## config.mk

```make
export PLATFORM = sky130hd
export DESIGN_NAME = slfc_top
export DESIGN_NICKNAME = d
export VERILOG_FILES = /design/src/hdl/slfc_pkg.sv /design/src/hdl/slfc_fifo_if.sv /design/src/hdl/slfc_fifo.sv /design/src/hdl/slfc_top.sv
export SDC_FILE = /design/constraint.sdc
export NUM_CORES = 2
export LEC_CHECK = 0
export BUFFER_PORTS_ARGS = -buffer_cell sky130_fd_sc_hd__buf_2
export CORE_UTILIZATION = 60
export DETAILED_ROUTE_END_ITERATION = 7
export GPL_TIMING_DRIVEN = 0
export PLACE_DENSITY = 0.82
export SYNTH_ARGS = -nofsm -noshare
export SYNTH_HDL_FRONTEND = slang
export SYNTH_SLANG_ARGS = --single-unit
```

## constraint.sdc

```tcl
create_clock -name clock -period 8.7 [get_ports clock]
set_input_delay 0.87 -clock clock [delete_from_list [all_inputs] [get_ports clock]]
set_output_delay 0.87 -clock clock [all_outputs]
set_load 0.05 [all_outputs]
```

## src/hdl/slfc_pkg.sv

```systemverilog
// Purpose: Shared constants and state types for the serial link flow control block.
// Assumes: One clock domain; all widths are fixed by the link protocol.
// Notes:   Shared widths, limits, stype1 codes and reset defaults live here; other files still write some widths as literals.
package slfc_pkg;
	localparam int unsigned ACK_W     = 5;
	localparam int unsigned S0_W      = 13;
	localparam int unsigned S1_W      = 6;
	localparam int unsigned FB_W      = 10;
	localparam int unsigned TS_W      = 16;
	localparam int unsigned BLK_BYTES = 64;
	localparam int unsigned KBYTE     = 1024;
	// Field position of the stype1 code inside a 6-bit symbol.
	localparam int unsigned ST1_LSB   = 3;
	localparam logic [2:0]  ST1_STOMP = 3'h1;
	localparam logic [2:0]  ST1_RFR   = 3'h3;
	localparam logic [2:0]  ST1_LREQ  = 3'h4;
	localparam logic [5:0]  MAX_OUT   = 6'h1F;
	localparam logic [2:0]  MAX_BLK   = 3'h5;
	localparam logic [2:0]  RSTDEV_N  = 3'h4;
	localparam logic [9:0]  THR2_DEF  = 10'h00A;
	localparam logic [9:0]  THR1_DEF  = 10'h00F;
	localparam logic [9:0]  THR0_DEF  = 10'h014;
	localparam logic [15:0] TO_DEF    = 16'h03E8;
	typedef enum logic [1:0] {in_ok = 2'b01, in_err = 2'b10} slfc_in_e;
	typedef enum logic [1:0] {out_ok = 2'b01, out_err = 2'b10} slfc_out_e;
endpackage

```

## src/hdl/slfc_fifo_if.sv

```systemverilog
// Purpose: Carrier between the flow control core and its receive data buffer.
// Assumes: Both ends on the same clock.
// Notes:   The clear line drops every stored word.
`timescale 1ns/1ps
interface slfc_fifo_if #(parameter int unsigned W = 32);
	logic         in_valid;
	logic         in_ready;
	logic [W-1:0] in_data;
	logic         out_valid;
	logic         out_ready;
	logic [W-1:0] out_data;
	logic         clear;
	modport src  (output in_valid, in_data, out_ready, clear, input in_ready, out_valid, out_data);
	modport fifo (input in_valid, in_data, out_ready, clear, output in_ready, out_valid, out_data);
endinterface

```

## src/hdl/slfc_fifo.sv

```systemverilog
// Purpose: Receive data buffer with valid and ready on both sides.
// Assumes: DEPTH is a power of two.
// Notes:   Output word and both handshake flags are registered.
`timescale 1ns/1ps
module slfc_fifo #(
	parameter int unsigned W     = 32,
	parameter int unsigned DEPTH = 32
) (
	input  wire logic clock,
	input  wire logic rst,
	input  wire logic ce,
	slfc_fifo_if.fifo f
);
	localparam int unsigned AW = $clog2(DEPTH);
	logic [W-1:0]  mem [DEPTH];
	logic [AW-1:0] wp_r;
	logic [AW-1:0] rp_r;
	logic [AW:0]   cnt_r;
	logic [AW:0]   cnt_nxt;
	logic          rdy_r;
	logic          ov_r;
	logic [W-1:0]  od_r;
	logic          push;
	logic          pop;
	logic          ov_nxt;

	assign push = f.in_valid && rdy_r;
	assign pop = (cnt_r != '0) && (!ov_r || f.out_ready);
	assign cnt_nxt = cnt_r + (AW+1)'(push) - (AW+1)'(pop);
	assign ov_nxt = pop || (ov_r && !f.out_ready);
	assign f.in_ready = rdy_r;
	assign f.out_valid = ov_r;
	assign f.out_data = od_r;

	always_ff @(posedge clock) begin
		if (ce && push) begin
			mem[wp_r] <= f.in_data;
		end
	end

	always_ff @(posedge clock or posedge rst) begin
		if (rst) begin
			wp_r <= '0;
			rp_r <= '0;
			cnt_r <= '0;
			rdy_r <= 1'b0;
			ov_r <= 1'b0;
			od_r <= '0;
		end else if (ce) begin
			if (f.clear) begin
				wp_r <= '0;
				rp_r <= '0;
				cnt_r <= '0;
				rdy_r <= 1'b1;
				ov_r <= 1'b0;
			end else begin
				if (push) begin
					wp_r <= wp_r + 1'b1;
				end
				if (pop) begin
					rp_r <= rp_r + 1'b1;
					od_r <= mem[rp_r];
				end
				ov_r <= ov_nxt;
				cnt_r <= cnt_nxt;
				// The parked output word counts too, so DEPTH words in all fill the buffer.
				rdy_r <= (cnt_nxt + (AW+1)'(ov_nxt)) != (AW+1)'(DEPTH);
			end
		end
	end
endmodule

```

## src/hdl/slfc_top.sv

```systemverilog
// Purpose: Link flow control: ackID windows, error recovery, receive accept or retry.
// Assumes: All inputs come from logic on the same clock; symbols arrive decoded.
// Notes:   Receive data is decoupled from the user by a registered buffer.
// Function
// - Stype0 symbols enter on a 13-bit port, stype1 symbols on a 6-bit port.
// - Stomp, restart-from-retry and link-request stype1 symbols are flagged as terminators.
// - Receive logic and transmit logic each stay within a single clock domain.
// - Receive side reports which packets are kept and which are dropped.
// - Each ackID is five bits, starts at zero and wraps after 31.
// - Only the next expected ackID is accepted; others are refused.
// - Congestion sends a retry naming the ackID; sender resends from it.
// - CRC errors send not-accepted; link-request/response exchange; resend from bad ackID.
// - Two interdependent state machines run input and output recovery.
// - Transmit side names next ackID and which sent packets are acknowledged.
// - Each outgoing packet is timed; expiry acts as unexpected acknowledge.
// - Protocol violations or corrupt symbols or packets start error recovery.
// - Sent packets are held until their packet-accepted symbol arrives.
// - A retransmitted packet restarts its time-out from the beginning.
// - Receive buffer uses 64-byte blocks, at most five per packet.
// - Priority 3 packets retry only when the buffer is full.
// - Priorities 2, 1, 0 retry when free blocks fall below their threshold.
// - Threshold defaults are 10, 15 and 20.
// - Receive data crosses to the user side through a decoupling buffer.
// - Receive buffer size is a build choice of 4, 8, 16 or 32 KB.
// - Fatal link conditions flush the receive buffer.
`timescale 1ns/1ps
module slfc_top #(
	parameter int unsigned BUF_KB = 32,
	parameter int unsigned FIFO_W = 32,
	parameter int unsigned FIFO_D = 32,
	parameter logic [15:0] TO_CYC = slfc_pkg::TO_DEF
) (
	input  wire logic              clock,
	input  wire logic              rst,
	input  wire logic              ce,
	input  wire logic              s0_in_valid,
	input  wire logic [12:0]       s0_in_data,
	input  wire logic              s1_in_valid,
	input  wire logic [5:0]        s1_in_data,
	output logic                   s0_out_valid_r,
	output logic [12:0]            s0_out_data_r,
	output logic                   s1_out_valid_r,
	output logic [5:0]             s1_out_data_r,
	output logic                   pkt_term_r,
	input  wire logic              tx_pkt_sent,
	output logic                   tx_send_ok_r,
	output logic [4:0]             tx_ackid_r,
	output logic                   tx_free_r,
	output logic [4:0]             tx_free_ackid_r,
	output logic                   tx_rewind_r,
	input  wire logic              rs_pa,
	input  wire logic              rs_retry,
	input  wire logic              rs_pna,
	input  wire logic              rs_presp,
	input  wire logic              rs_presp_err,
	input  wire logic [4:0]        rs_ackid,
	input  wire logic              rs_lreq,
	input  wire logic              rs_lreq_rstdev,
	input  wire logic              rs_sym_err,
	input  wire logic              rp_start,
	input  wire logic [4:0]        rp_ackid,
	input  wire logic [1:0]        rp_prio,
	input  wire logic              rp_end,
	input  wire logic              rp_crc_err,
	output logic                   ss_pa_r,
	output logic                   ss_retry_r,
	output logic                   ss_pna_r,
	output logic                   ss_lreq_r,
	output logic                   ss_lresp_r,
	output logic [4:0]             ss_ackid_r,
	output logic                   rx_keep_r,
	output logic                   rx_drop_r,
	output logic                   flush_r,
	input  wire logic              blk_alloc,
	input  wire logic              blk_free,
	output logic [9:0]             free_blks_r,
	input  wire logic              cfg_thr_we,
	input  wire logic [9:0]        cfg_thr2,
	input  wire logic [9:0]        cfg_thr1,
	input  wire logic [9:0]        cfg_thr0,
	input  wire logic              rx_data_valid,
	input  wire logic [FIFO_W-1:0] rx_data,
	output logic                   rx_data_ready,
	output logic                   usr_valid,
	output logic [FIFO_W-1:0]      usr_data,
	input  wire logic              usr_ready
);
	localparam logic [9:0] BLKS = 10'(BUF_KB * slfc_pkg::KBYTE / slfc_pkg::BLK_BYTES);

	slfc_pkg::slfc_in_e  in_st_r;
	slfc_pkg::slfc_out_e out_st_r;
	logic [4:0]  rx_exp_r;
	logic        pkt_act_r;
	logic [2:0]  pkt_blk_r;
	logic [9:0]  thr2_r;
	logic [9:0]  thr1_r;
	logic [9:0]  thr0_r;
	logic [9:0]  thr_sel;
	logic [15:0] now_r;
	logic [15:0] in_ts_r;
	logic [15:0] out_ts_r;
	logic [15:0] stamp [32];
	logic [5:0]  tx_cnt_r;
	logic [5:0]  tx_cnt_nxt;
	logic [4:0]  tx_una_r;
	logic [2:0]  rstdev_r;
	logic        congest;
	logic        err_in;
	logic        pa_ok;
	logic        retry_ok;
	logic        unexp;
	logic        in_win;
	logic        presp_bad;
	logic        in_to;
	logic        out_to;
	logic        pkt_to;
	logic        rstdev_hit;
	logic        flush_c;

	//------------------------------------------------------------
	// Decisions
	//------------------------------------------------------------
	assign thr_sel = (rp_prio == 2'h2) ? thr2_r : (rp_prio == 2'h1) ? thr1_r : thr0_r;
	assign congest = (rp_prio == 2'h3) ? (free_blks_r == '0) : (free_blks_r < thr_sel);
	assign err_in = rs_sym_err || (rp_end && pkt_act_r && rp_crc_err)
		|| (rp_start && rp_ackid != rx_exp_r)
		|| (blk_alloc && pkt_act_r && pkt_blk_r == slfc_pkg::MAX_BLK);
	assign pa_ok = rs_pa && tx_cnt_r != '0 && rs_ackid == tx_una_r;
	assign retry_ok = rs_retry && tx_cnt_r != '0 && rs_ackid == tx_una_r;
	assign pkt_to = tx_cnt_r != '0 && 16'(now_r - stamp[tx_una_r]) >= TO_CYC;
	assign unexp = (rs_pa && !pa_ok) || (rs_retry && !retry_ok) || rs_pna || pkt_to;
	assign in_win = {1'b0, 5'(rs_ackid - tx_una_r)} <= tx_cnt_r;
	assign presp_bad = rs_presp && (rs_presp_err || !in_win);
	assign in_to = in_st_r == slfc_pkg::in_err && 16'(now_r - in_ts_r) >= TO_CYC;
	assign out_to = out_st_r == slfc_pkg::out_err && 16'(now_r - out_ts_r) >= TO_CYC;
	assign rstdev_hit = rs_lreq && rs_lreq_rstdev && rstdev_r == slfc_pkg::RSTDEV_N - 3'h1;
	assign flush_c = presp_bad || in_to || out_to || rstdev_hit;
	assign tx_cnt_nxt = tx_cnt_r + 6'(tx_pkt_sent) - 6'(pa_ok);

	//------------------------------------------------------------
	// Transmit symbol interface
	//------------------------------------------------------------
	// everything on one clock
	always_ff @(posedge clock or posedge rst) begin
		if (rst) begin
			s0_out_valid_r <= 1'b0;
			s0_out_data_r <= '0;
			s1_out_valid_r <= 1'b0;
			s1_out_data_r <= '0;
			pkt_term_r <= 1'b0;
		end else if (ce) begin
			s0_out_valid_r <= s0_in_valid;
			s1_out_valid_r <= s1_in_valid;
			if (s0_in_valid) begin
				s0_out_data_r <= s0_in_data;
			end
			if (s1_in_valid) begin
				s1_out_data_r <= s1_in_data;
			end
			pkt_term_r <= s1_in_valid
				&& (s1_in_data[5:slfc_pkg::ST1_LSB] == slfc_pkg::ST1_STOMP
				|| s1_in_data[5:slfc_pkg::ST1_LSB] == slfc_pkg::ST1_RFR
				|| s1_in_data[5:slfc_pkg::ST1_LSB] == slfc_pkg::ST1_LREQ);
		end
	end

	//------------------------------------------------------------
	// Time base and send stamps
	//------------------------------------------------------------
	always_ff @(posedge clock or posedge rst) begin
		if (rst) begin
			now_r <= '0;
		end else if (ce) begin
			now_r <= now_r + 16'h0001;
		end
	end

	always_ff @(posedge clock) begin
		if (ce && tx_pkt_sent) begin
			stamp[tx_ackid_r] <= now_r;
		end
	end

	//------------------------------------------------------------
	// Thresholds and free blocks
	//------------------------------------------------------------
	always_ff @(posedge clock or posedge rst) begin
		if (rst) begin
			thr2_r <= slfc_pkg::THR2_DEF;
			thr1_r <= slfc_pkg::THR1_DEF;
			thr0_r <= slfc_pkg::THR0_DEF;
		end else if (ce && cfg_thr_we) begin
			thr2_r <= cfg_thr2;
			thr1_r <= cfg_thr1;
			thr0_r <= cfg_thr0;
		end
	end

	always_ff @(posedge clock or posedge rst) begin
		if (rst) begin
			free_blks_r <= BLKS;
		end else if (ce) begin
			if (flush_c) begin
				free_blks_r <= BLKS;
			end else if (blk_alloc && !blk_free && free_blks_r != '0) begin
				free_blks_r <= free_blks_r - 10'h001;
			end else if (blk_free && !blk_alloc && free_blks_r != BLKS) begin
				free_blks_r <= free_blks_r + 10'h001;
			end
		end
	end

	//------------------------------------------------------------
	// Input port recovery and receive window
	//------------------------------------------------------------
	// input state machine
	always_ff @(posedge clock or posedge rst) begin
		if (rst) begin
			in_st_r <= slfc_pkg::in_ok;
			rx_exp_r <= '0;
			pkt_act_r <= 1'b0;
			pkt_blk_r <= '0;
			in_ts_r <= '0;
			ss_pa_r <= 1'b0;
			ss_retry_r <= 1'b0;
			ss_pna_r <= 1'b0;
			ss_lresp_r <= 1'b0;
			ss_ackid_r <= '0;
			rx_keep_r <= 1'b0;
			rx_drop_r <= 1'b0;
		end else if (ce) begin
			ss_pa_r <= 1'b0;
			ss_retry_r <= 1'b0;
			ss_pna_r <= 1'b0;
			ss_lresp_r <= 1'b0;
			rx_keep_r <= 1'b0;
			rx_drop_r <= 1'b0;
			if (blk_alloc && pkt_act_r) begin
				pkt_blk_r <= pkt_blk_r + 3'h1;
			end
			if (flush_c) begin
				in_st_r <= slfc_pkg::in_ok;
				pkt_act_r <= 1'b0;
			end else if (in_st_r == slfc_pkg::in_ok) begin
				if (err_in) begin
					ss_pna_r <= 1'b1;
					ss_ackid_r <= rx_exp_r;
					rx_drop_r <= pkt_act_r || rp_start;
					pkt_act_r <= 1'b0;
					in_st_r <= slfc_pkg::in_err;
					in_ts_r <= now_r;
				end else if (rp_end && pkt_act_r) begin
					ss_pa_r <= 1'b1;
					ss_ackid_r <= rx_exp_r;
					rx_keep_r <= 1'b1;
					rx_exp_r <= rx_exp_r + 5'h01;
					pkt_act_r <= 1'b0;
				end else if (rp_start && congest) begin
					ss_retry_r <= 1'b1;
					ss_ackid_r <= rp_ackid;
					rx_drop_r <= 1'b1;
				end else if (rp_start) begin
					pkt_act_r <= 1'b1;
					pkt_blk_r <= '0;
				end else if (rs_lreq && !rs_lreq_rstdev) begin
					ss_lresp_r <= 1'b1;
					ss_ackid_r <= rx_exp_r;
				end
			end else begin
				rx_drop_r <= rp_start;
				if (rs_lreq && !rs_lreq_rstdev) begin
					ss_lresp_r <= 1'b1;
					ss_ackid_r <= rx_exp_r;
					in_st_r <= slfc_pkg::in_ok;
				end
			end
		end
	end

	//------------------------------------------------------------
	// Output port recovery and transmit window
	//------------------------------------------------------------
	// output state machine
	always_ff @(posedge clock or posedge rst) begin
		if (rst) begin
			out_st_r <= slfc_pkg::out_ok;
			tx_ackid_r <= '0;
			tx_una_r <= '0;
			tx_cnt_r <= '0;
			tx_send_ok_r <= 1'b0;
			tx_free_r <= 1'b0;
			tx_free_ackid_r <= '0;
			tx_rewind_r <= 1'b0;
			ss_lreq_r <= 1'b0;
			out_ts_r <= '0;
		end else if (ce) begin
			tx_free_r <= 1'b0;
			tx_rewind_r <= 1'b0;
			ss_lreq_r <= 1'b0;
			// Sending pauses while either port recovers.
			tx_send_ok_r <= out_st_r == slfc_pkg::out_ok && in_st_r == slfc_pkg::in_ok
				&& !unexp && !flush_c && tx_cnt_nxt < slfc_pkg::MAX_OUT - 6'h01;
			if (flush_c) begin
				out_st_r <= slfc_pkg::out_ok;
				tx_una_r <= tx_ackid_r;
				tx_cnt_r <= '0;
			end else if (out_st_r == slfc_pkg::out_ok) begin
				if (unexp) begin
					out_st_r <= slfc_pkg::out_err;
					ss_lreq_r <= 1'b1;
					out_ts_r <= now_r;
				end else if (retry_ok) begin
					tx_ackid_r <= rs_ackid;
					tx_cnt_r <= '0;
					tx_rewind_r <= 1'b1;
				end else begin
					if (tx_pkt_sent) begin
						tx_ackid_r <= tx_ackid_r + 5'h01;
					end
					if (pa_ok) begin
						tx_free_r <= 1'b1;
						tx_free_ackid_r <= tx_una_r;
						tx_una_r <= tx_una_r + 5'h01;
					end
					tx_cnt_r <= tx_cnt_nxt;
				end
			end else if (rs_presp) begin
				tx_ackid_r <= rs_ackid;
				tx_una_r <= rs_ackid;
				tx_cnt_r <= '0;
				tx_rewind_r <= 1'b1;
				out_st_r <= slfc_pkg::out_ok;
			end
		end
	end

	//------------------------------------------------------------
	// Reset-device count and flush
	//------------------------------------------------------------
	always_ff @(posedge clock or posedge rst) begin
		if (rst) begin
			rstdev_r <= '0;
			flush_r <= 1'b0;
		end else if (ce) begin
			flush_r <= flush_c;
			if (rs_lreq) begin
				rstdev_r <= (rs_lreq_rstdev && !rstdev_hit) ? rstdev_r + 3'h1 : 3'h0;
			end
		end
	end

	//------------------------------------------------------------
	// Receive data buffer
	//------------------------------------------------------------
	slfc_fifo_if #(.W(FIFO_W)) fq ();
	assign fq.in_valid = rx_data_valid;
	assign fq.in_data = rx_data;
	assign fq.out_ready = usr_ready;
	assign fq.clear = flush_c;
	assign rx_data_ready = fq.in_ready;
	assign usr_valid = fq.out_valid;
	assign usr_data = fq.out_data;

	slfc_fifo #(.W(FIFO_W), .DEPTH(FIFO_D)) u_fifo (
		.clock (clock),
		.rst   (rst),
		.ce    (ce),
		.f     (fq.fifo)
	);
endmodule

```

# Yosys cells after proc, flatten, opt, wreduce, memory -nomap -nowiden
# Memories as Yosys holds them, arrays and structs flattened. A register that Yosys moved wholly into a read port is not among the register bits.
# Cells that the tools add are included.
# word_totals
ff_bits,180
n_memories,2
ramBits,1536
out_inout_bits,92
wordCells,280
# op_classes
n_reduce_logical,91
n_bitwise,4
n_eq_ne,25
n_lt_le_gt_ge,6
addsub,19
muxes,95
# mem_list
name,depth,width,read_ports,rd_ports_with_merged_regs,wr,line_no,text
u_fifo.mem,32,32,1,1,1,slfc_fifo.sv:15,logic [W-1:0] mem [DEPTH];
stamp,32,16,1,0,1,slfc_top.sv:102,logic [15:0] stamp [32];
# ops
cell,count
$mux 5,20
$mux 10,5
$ge 16x10->1 const B,3
$mux 1,48
$sub 16x16->16,3
$mux 6,6
$logic_and 1x1->1,35
$add 5x1->5 const B,5
$mux 3,8
$add 6x1->6,3
$ne 3x3->1 const B,6
$add 16x1->16 const B,1
$mux 2,8
$logic_or 1x1->1,15
$reduce_and 3->1,5
$reduce_and 5->1,3
$reduce_and 2->1,6
$reduce_and 4->1,3
$reduce_bool 6->1,2
$sub 6x1->6,2
$logic_not 1->1,11
$add 10x1->10 const B,1
$logic_not 10->1,1
$lt 10x10->1,1
23 further kinds,39

# Depth between registers and ports, before layout
# depth
depth_word,12
depth_mapped,21
mapped_depth_nobuf,19

# Hierarchy
# Synthesis repeated with hierarchy kept, for this count alone.
# hier_totals
cells_unflattened,3738
hier_area_um2,71416.0
# modules_own_cells
mod,cells_per_inst,area_per_inst_um2,seq_area_each_um2,n_inst
slfc_fifo,1883,41103.2,32000.7,1
slfc_top,1855,30312.8,19442.4,1

# Worst setup path before layout
# OpenSTA, ideal clock, no wires.
# synth_path
path_kind,register to register
startpoint,reg tx_una_r[0]
endpoint,reg out_ts_r[0]
setup_ps,128
synth_period_minus_slack_ps,5328
t_arrival_ps,5200
stages_incl_launch_ff,20
slack_ps,3372
t_required_ps,8572
path_cell_list,dfrtp_1 clkbuf_1 buf_1 buf_1 mux4_2 mux4_2 mux2i_1 ha_1 a21oi_1 nand2_1 a31oi_1 mux2_2 a211o_1 nor2_1 a22oi_2 and2_1 buf_4 and2_1 buf_4 mux2_1
# synth_between
elab_chain_cells,10
# synth_lines
item,line_no,text
from (decl),slfc_top.sv:105,logic [4:0] tx_una_r;
from (signal assigned),slfc_top.sv:305,tx_una_r <= tx_ackid_r;
from (signal assigned),slfc_top.sv:323,tx_una_r <= tx_una_r + 5'h01;
from (signal assigned),slfc_top.sv:329,tx_una_r <= rs_ackid;
branches (longest 9 deep; another with $mem_v2 32x16),n/a,
$reduce_and 4->1 (no source line) *,n/a,
to (signal assigned),slfc_top.sv:311,out_ts_r <= now_r;
to (decl),slfc_top.sv:101,logic [15:0] out_ts_r;
# Mark *: on every way between the ends.
# A chain may end at the register's enable or synchronous reset.

# Worst setup path in the final report
# layout_path
startpoint,reg tx_una_r[0]
endpoint,reg tx_ackid_r[2]
# layout_between
elab_chain_cells,10
# layout_lines
item,line_no,text
branches (longest 10 deep; another with $mem_v2 32x16),n/a,
to (signal assigned),slfc_top.sv:313,tx_ackid_r <= rs_ackid;
to (signal assigned),slfc_top.sv:318,tx_ackid_r <= tx_ackid_r + 5'h01;
to (signal assigned),slfc_top.sv:328,tx_ackid_r <= rs_ackid;
to (decl),slfc_top.sv:47,"output logic [4:0] tx_ackid_r,"
# Several ways; the timed one is not identified. The select of a mux whose other input is x is not followed.

==> results.py <==
metrics = {
    "status": {
        "outcome": "finished clean",
    },
    "final_layout": {
        "final_nets": 4270,
        "drive_gt1_share_pct": 30.1,
        "area_growth_syn_to_layout_pct": 13.8,
        "multiInputGateArea_um2": 19400,
        "seqCellArea_um2": 51500,
        "final.fill_count": 6775,
        "stdcell_area_um2": 81500,
        "final_cells": 5715,
        "utilization_pct": 69.0,
    },
    "cts": {
        "cts_resized": 0,
        "cts_hold_buf": 0,
        "cts_buffer_depth": 3,
        "path_clk_slew_ns": 0.06,
        "numCtsBuffers": 168,
        "cts_post_setup_buffers_inserted": 0,
        "clk_latency_ns": 0.80,
        "cts_root_buf": "clkbuf_16",
        "h-tree-depth": 4,
        "cts_tree": "done",
        "cts.sinks": 1748,
    },
    "pwr": {
        "p_per_area_nw_per_um2": 305,
        "power_mw": 24.8,
        "vdd_drop_max_mv": 0.296,
        "cellLeakagePower_nw": 27.4,
    },
    "floorplan": {
        "die-height_um": 348,
        "dieArea_um2": 121000,
        "rows": 126,
        "chipWidth_um": 348,
        "io_pins": 207,
        "core_um2": 118000,
        "start_util_pct": 60.6,
    },
    "min_path": {
        "min_path_type": "input pin to async pin",
    },
    "timing": {
        "setup_tns_ns": 0,
        "relSlewSlack_pct": 2.63,
        "rsz0062_at_grt": "false",
        "finalCritPeriodShare_pct": 86.2,
        "setup_ws_ns": 1.20,
        "setup_viol": 0,
        "hold_viol": 0,
        "hold_ws_ns": 0.214,
        "finalMaxSlewViolations": 0,
        "tightest_slew_ns": 1.46,
        "fin_skew_ns": 0.0327,
        "fmaxAchievable_mhz": 133,
        "finalCriticalPeriod_ns": 7.50,
    },
    "worst_setup_path": {
        "cpMaxStageDelayCell": "buf_1",
        "r2r_start": "tx_una_r[0]$_DFFE_PP0P_",
        "slowest_delay_ns": 1.05,
        "critPathKind": "flip-flop to flip-flop",
        "arrival_ns": 8.12,
        "worstReg2RegEnd": "tx_ackid_r[2]$_DFFE_PP0P_",
        "reg2regPathDepth": 17,
        "r2r_slack_ns": 1.20,
        "crit_fanout": 10,
        "end_kind": "flip-flop",
        "path_cells": "clkbuf_1, buf_1, buf_1, mux4_2, mux4_2, mux2i_1, ha_1, nor2b_1, a2111oi_0, o2111ai_1, a211o_1, nor2_1, a22oi_2, and2_1, buf_4, nor4_2, o221ai_1",
        "required_ns": 9.32,
        "startpoint_type": "flip-flop",
    },
    "route": {
        "drc_errors": 0,
        "wire_per_inst_um": 35.1,
        "drt.antenna.violating_nets": 0,
        "first_pass_iters": 5,
        "wirelength_um": 201000,
        "first_iter_violations": 5616,
        "vias": 40100,
        "drt-vias-per-instance": 7.01,
    },
    "synth": {
        "ys_types": 84,
        "syn-num-nets": 3835,
        "synth_ff_type": "edfxtp_1",
        "yosysSeqAreaShare_pct": 71.8,
        "async_flop_share_pct": 12.1,
        "syn_inst": 3605,
        "syn_avg_cell_area_um2": 19.9,
        "synth_edf_count": 1536,
        "ys_ff_latch": 1748,
        "yosys_warnings": 0,
        "netlist_area_um2": 71600,
    },
    "grt": {
        "grt_max_degree": 115,
        "grt_pass1_wl_um": 286000,
        "grt_remaining_overflow": 0,
        "antenna_found_initial": 13,
        "gr-usage-all-layers_pct": 33.5,
        "grt_pass1_vias": 41100,
    },
    "placed_design": {
        "place_area_um2": 76200,
        "pre_cts_ws_ns": 1.47,
        "gp_congestion": 0.906,
        "io_buffers": 203,
        "dp.cells": 5405,
        "hpwlAfterDp_um": 119000,
    },
    "run": {
        "maxCapViolCount": 0,
    },
}
-- cells by family (layout without fill, tap and decap cells) --
group                    after synthesis  count (layout)  share of synthesized area, %
adder cells (fa/ha/maj)              115             115                          2.08
XOR/XNOR                              75              75                         0.917
flip-flops                          1748            1748                          71.8
buffers and inverters                275             842                          1.53
other                                  0               7                             0
AO/OA/AOI/OAI                        300             300                          2.84
AND/OR/NAND/NOR                      423             423                          2.89
multiplexers                         669             669                          17.9
-- power breakdown --
group / total (mW) / internal [mW] / switching [mW]
sequential: 10.0 / 9.61 / 0.421
clock: 7.22 / 3.97 / 3.25
combinational: 7.60 / 3.06 / 4.54
-- how the worst max path moves through the flow --
stage	from	endpoint	slack, ns	cells after the start
3_3_place_gp	rst	u_fifo.f.out_data[18]$_DFFE_PP0P_	-0.99	2
4_1_cts	tx_una_r[0]$_DFFE_PP0P_	tx_free_ackid_r[4]$_DFFE_PP0P_	1.31	15
3_5_place_dp	tx_una_r[0]$_DFFE_PP0P_	tx_free_ackid_r[4]$_DFFE_PP0P_	1.47	15
6_report	tx_una_r[0]$_DFFE_PP0P_	tx_ackid_r[2]$_DFFE_PP0P_	1.20	17
2_1_floorplan	rst	flush_r$_DFFE_PP0P_	2.05	1
5_1_grt	tx_una_r[0]$_DFFE_PP0P_	tx_ackid_r[2]$_DFFE_PP0P_	0.89	17
-- state kept, by name, summed over array words and instances, names as in the netlist, 6 cells and up --
signal,cells
s1_out_data_r,6
stamp,512
u_fifo.cnt_r,6
u_fifo.f.out_data,32
free_blks_r,10
thr2_r,10
now_r,16
in_ts_r,16
out_ts_r,16
thr1_r,10
tx_cnt_r,6
thr0_r,10
s0_out_data_r,13
u_fifo.mem,1024
-- layout make-up --
cell class	count	area share [%]
Inverter	108	0.506
Clock buffer	220	5.53
Timing Repair Buffer	265	2.84
Buffer	167	0.855
Multi-Input combinational cell	1582	23.8
Clock inverter	82	0.962
Antenna cell	7	0.0215
Sequential cell	1748	63.1
Tap cell	1536	2.36
-- worst max-delay path: cells and delay by family, from the launching register on --
family          cells  cell delay (ns)
mux                 3             1.39
fa+ha+maj           1             0.33
buf+inv             4             2.36
simple gates        4             1.39
flops               1             0.40
compound gates      5             1.44
-- Yosys cell counts, drive strengths merged, types with 6 or more instances --
library cell  instances  area share (%)
nor2                133            0.70
a21o                 33            0.35
nor2b                14            0.12
o21a                  9           0.094
a31oi                11           0.096
xnor2                47            0.57
fa                    7            0.20
a2111oi               6            0.10
mux2i                46            0.64
o21ai                82            0.58
mux4                475              15
a21oi                61            0.45
nor3                 22            0.15
nand2b               12            0.10
nand3                73            0.53
a211oi               10            0.12
o22ai                 8           0.070
inv                 107            0.56
or3                  11           0.096
and3                 15            0.13
clkbuf               95            0.50
o221ai                6           0.073
o21bai                9           0.094
xor2                 28            0.34
edfxtp             1536              64
dfrtp               201             7.0
buf                  72            0.47
nand2                84            0.44
mux2                148             2.4
nor4                 10            0.12
and2                  9           0.079
o22a                  8           0.098
dfstp                11            0.40
ha                  108             1.9
nand4                23            0.21
a311oi                6           0.082
-- layout by cell type, fill, tap and decap left out, drive strengths merged, types with 12 or more instances in the layout --
master,n
a21o,33
a21oi,61
and3,15
buf,335
clkbuf,317
clkinv,62
dfrtp,201
edfxtp,1536
ha,108
inv,116
mux2,148
mux2i,46
mux4,475
nand2,84
nand2b,12
nand3,73
nand4,23
nor2,133
nor2b,14
nor3,22
o21ai,82
xnor2,47
xor2,28
-- routing by layer --
| metal | up-vias | global-route usage, % | wire (um) |
|---|---|---|---|
| li1 | 15600 | - | - |
| met1 | 20500 | 40.9 | 66500 |
| met2 | 3179 | 55.9 | 101000 |
| met3 | 716 | 7.23 | 20700 |
| met4 | 10 | 19.1 | 12400 |
| met5 | - | 0 | 89 |
No activity file was read; power rests on OpenSTA's default activity.
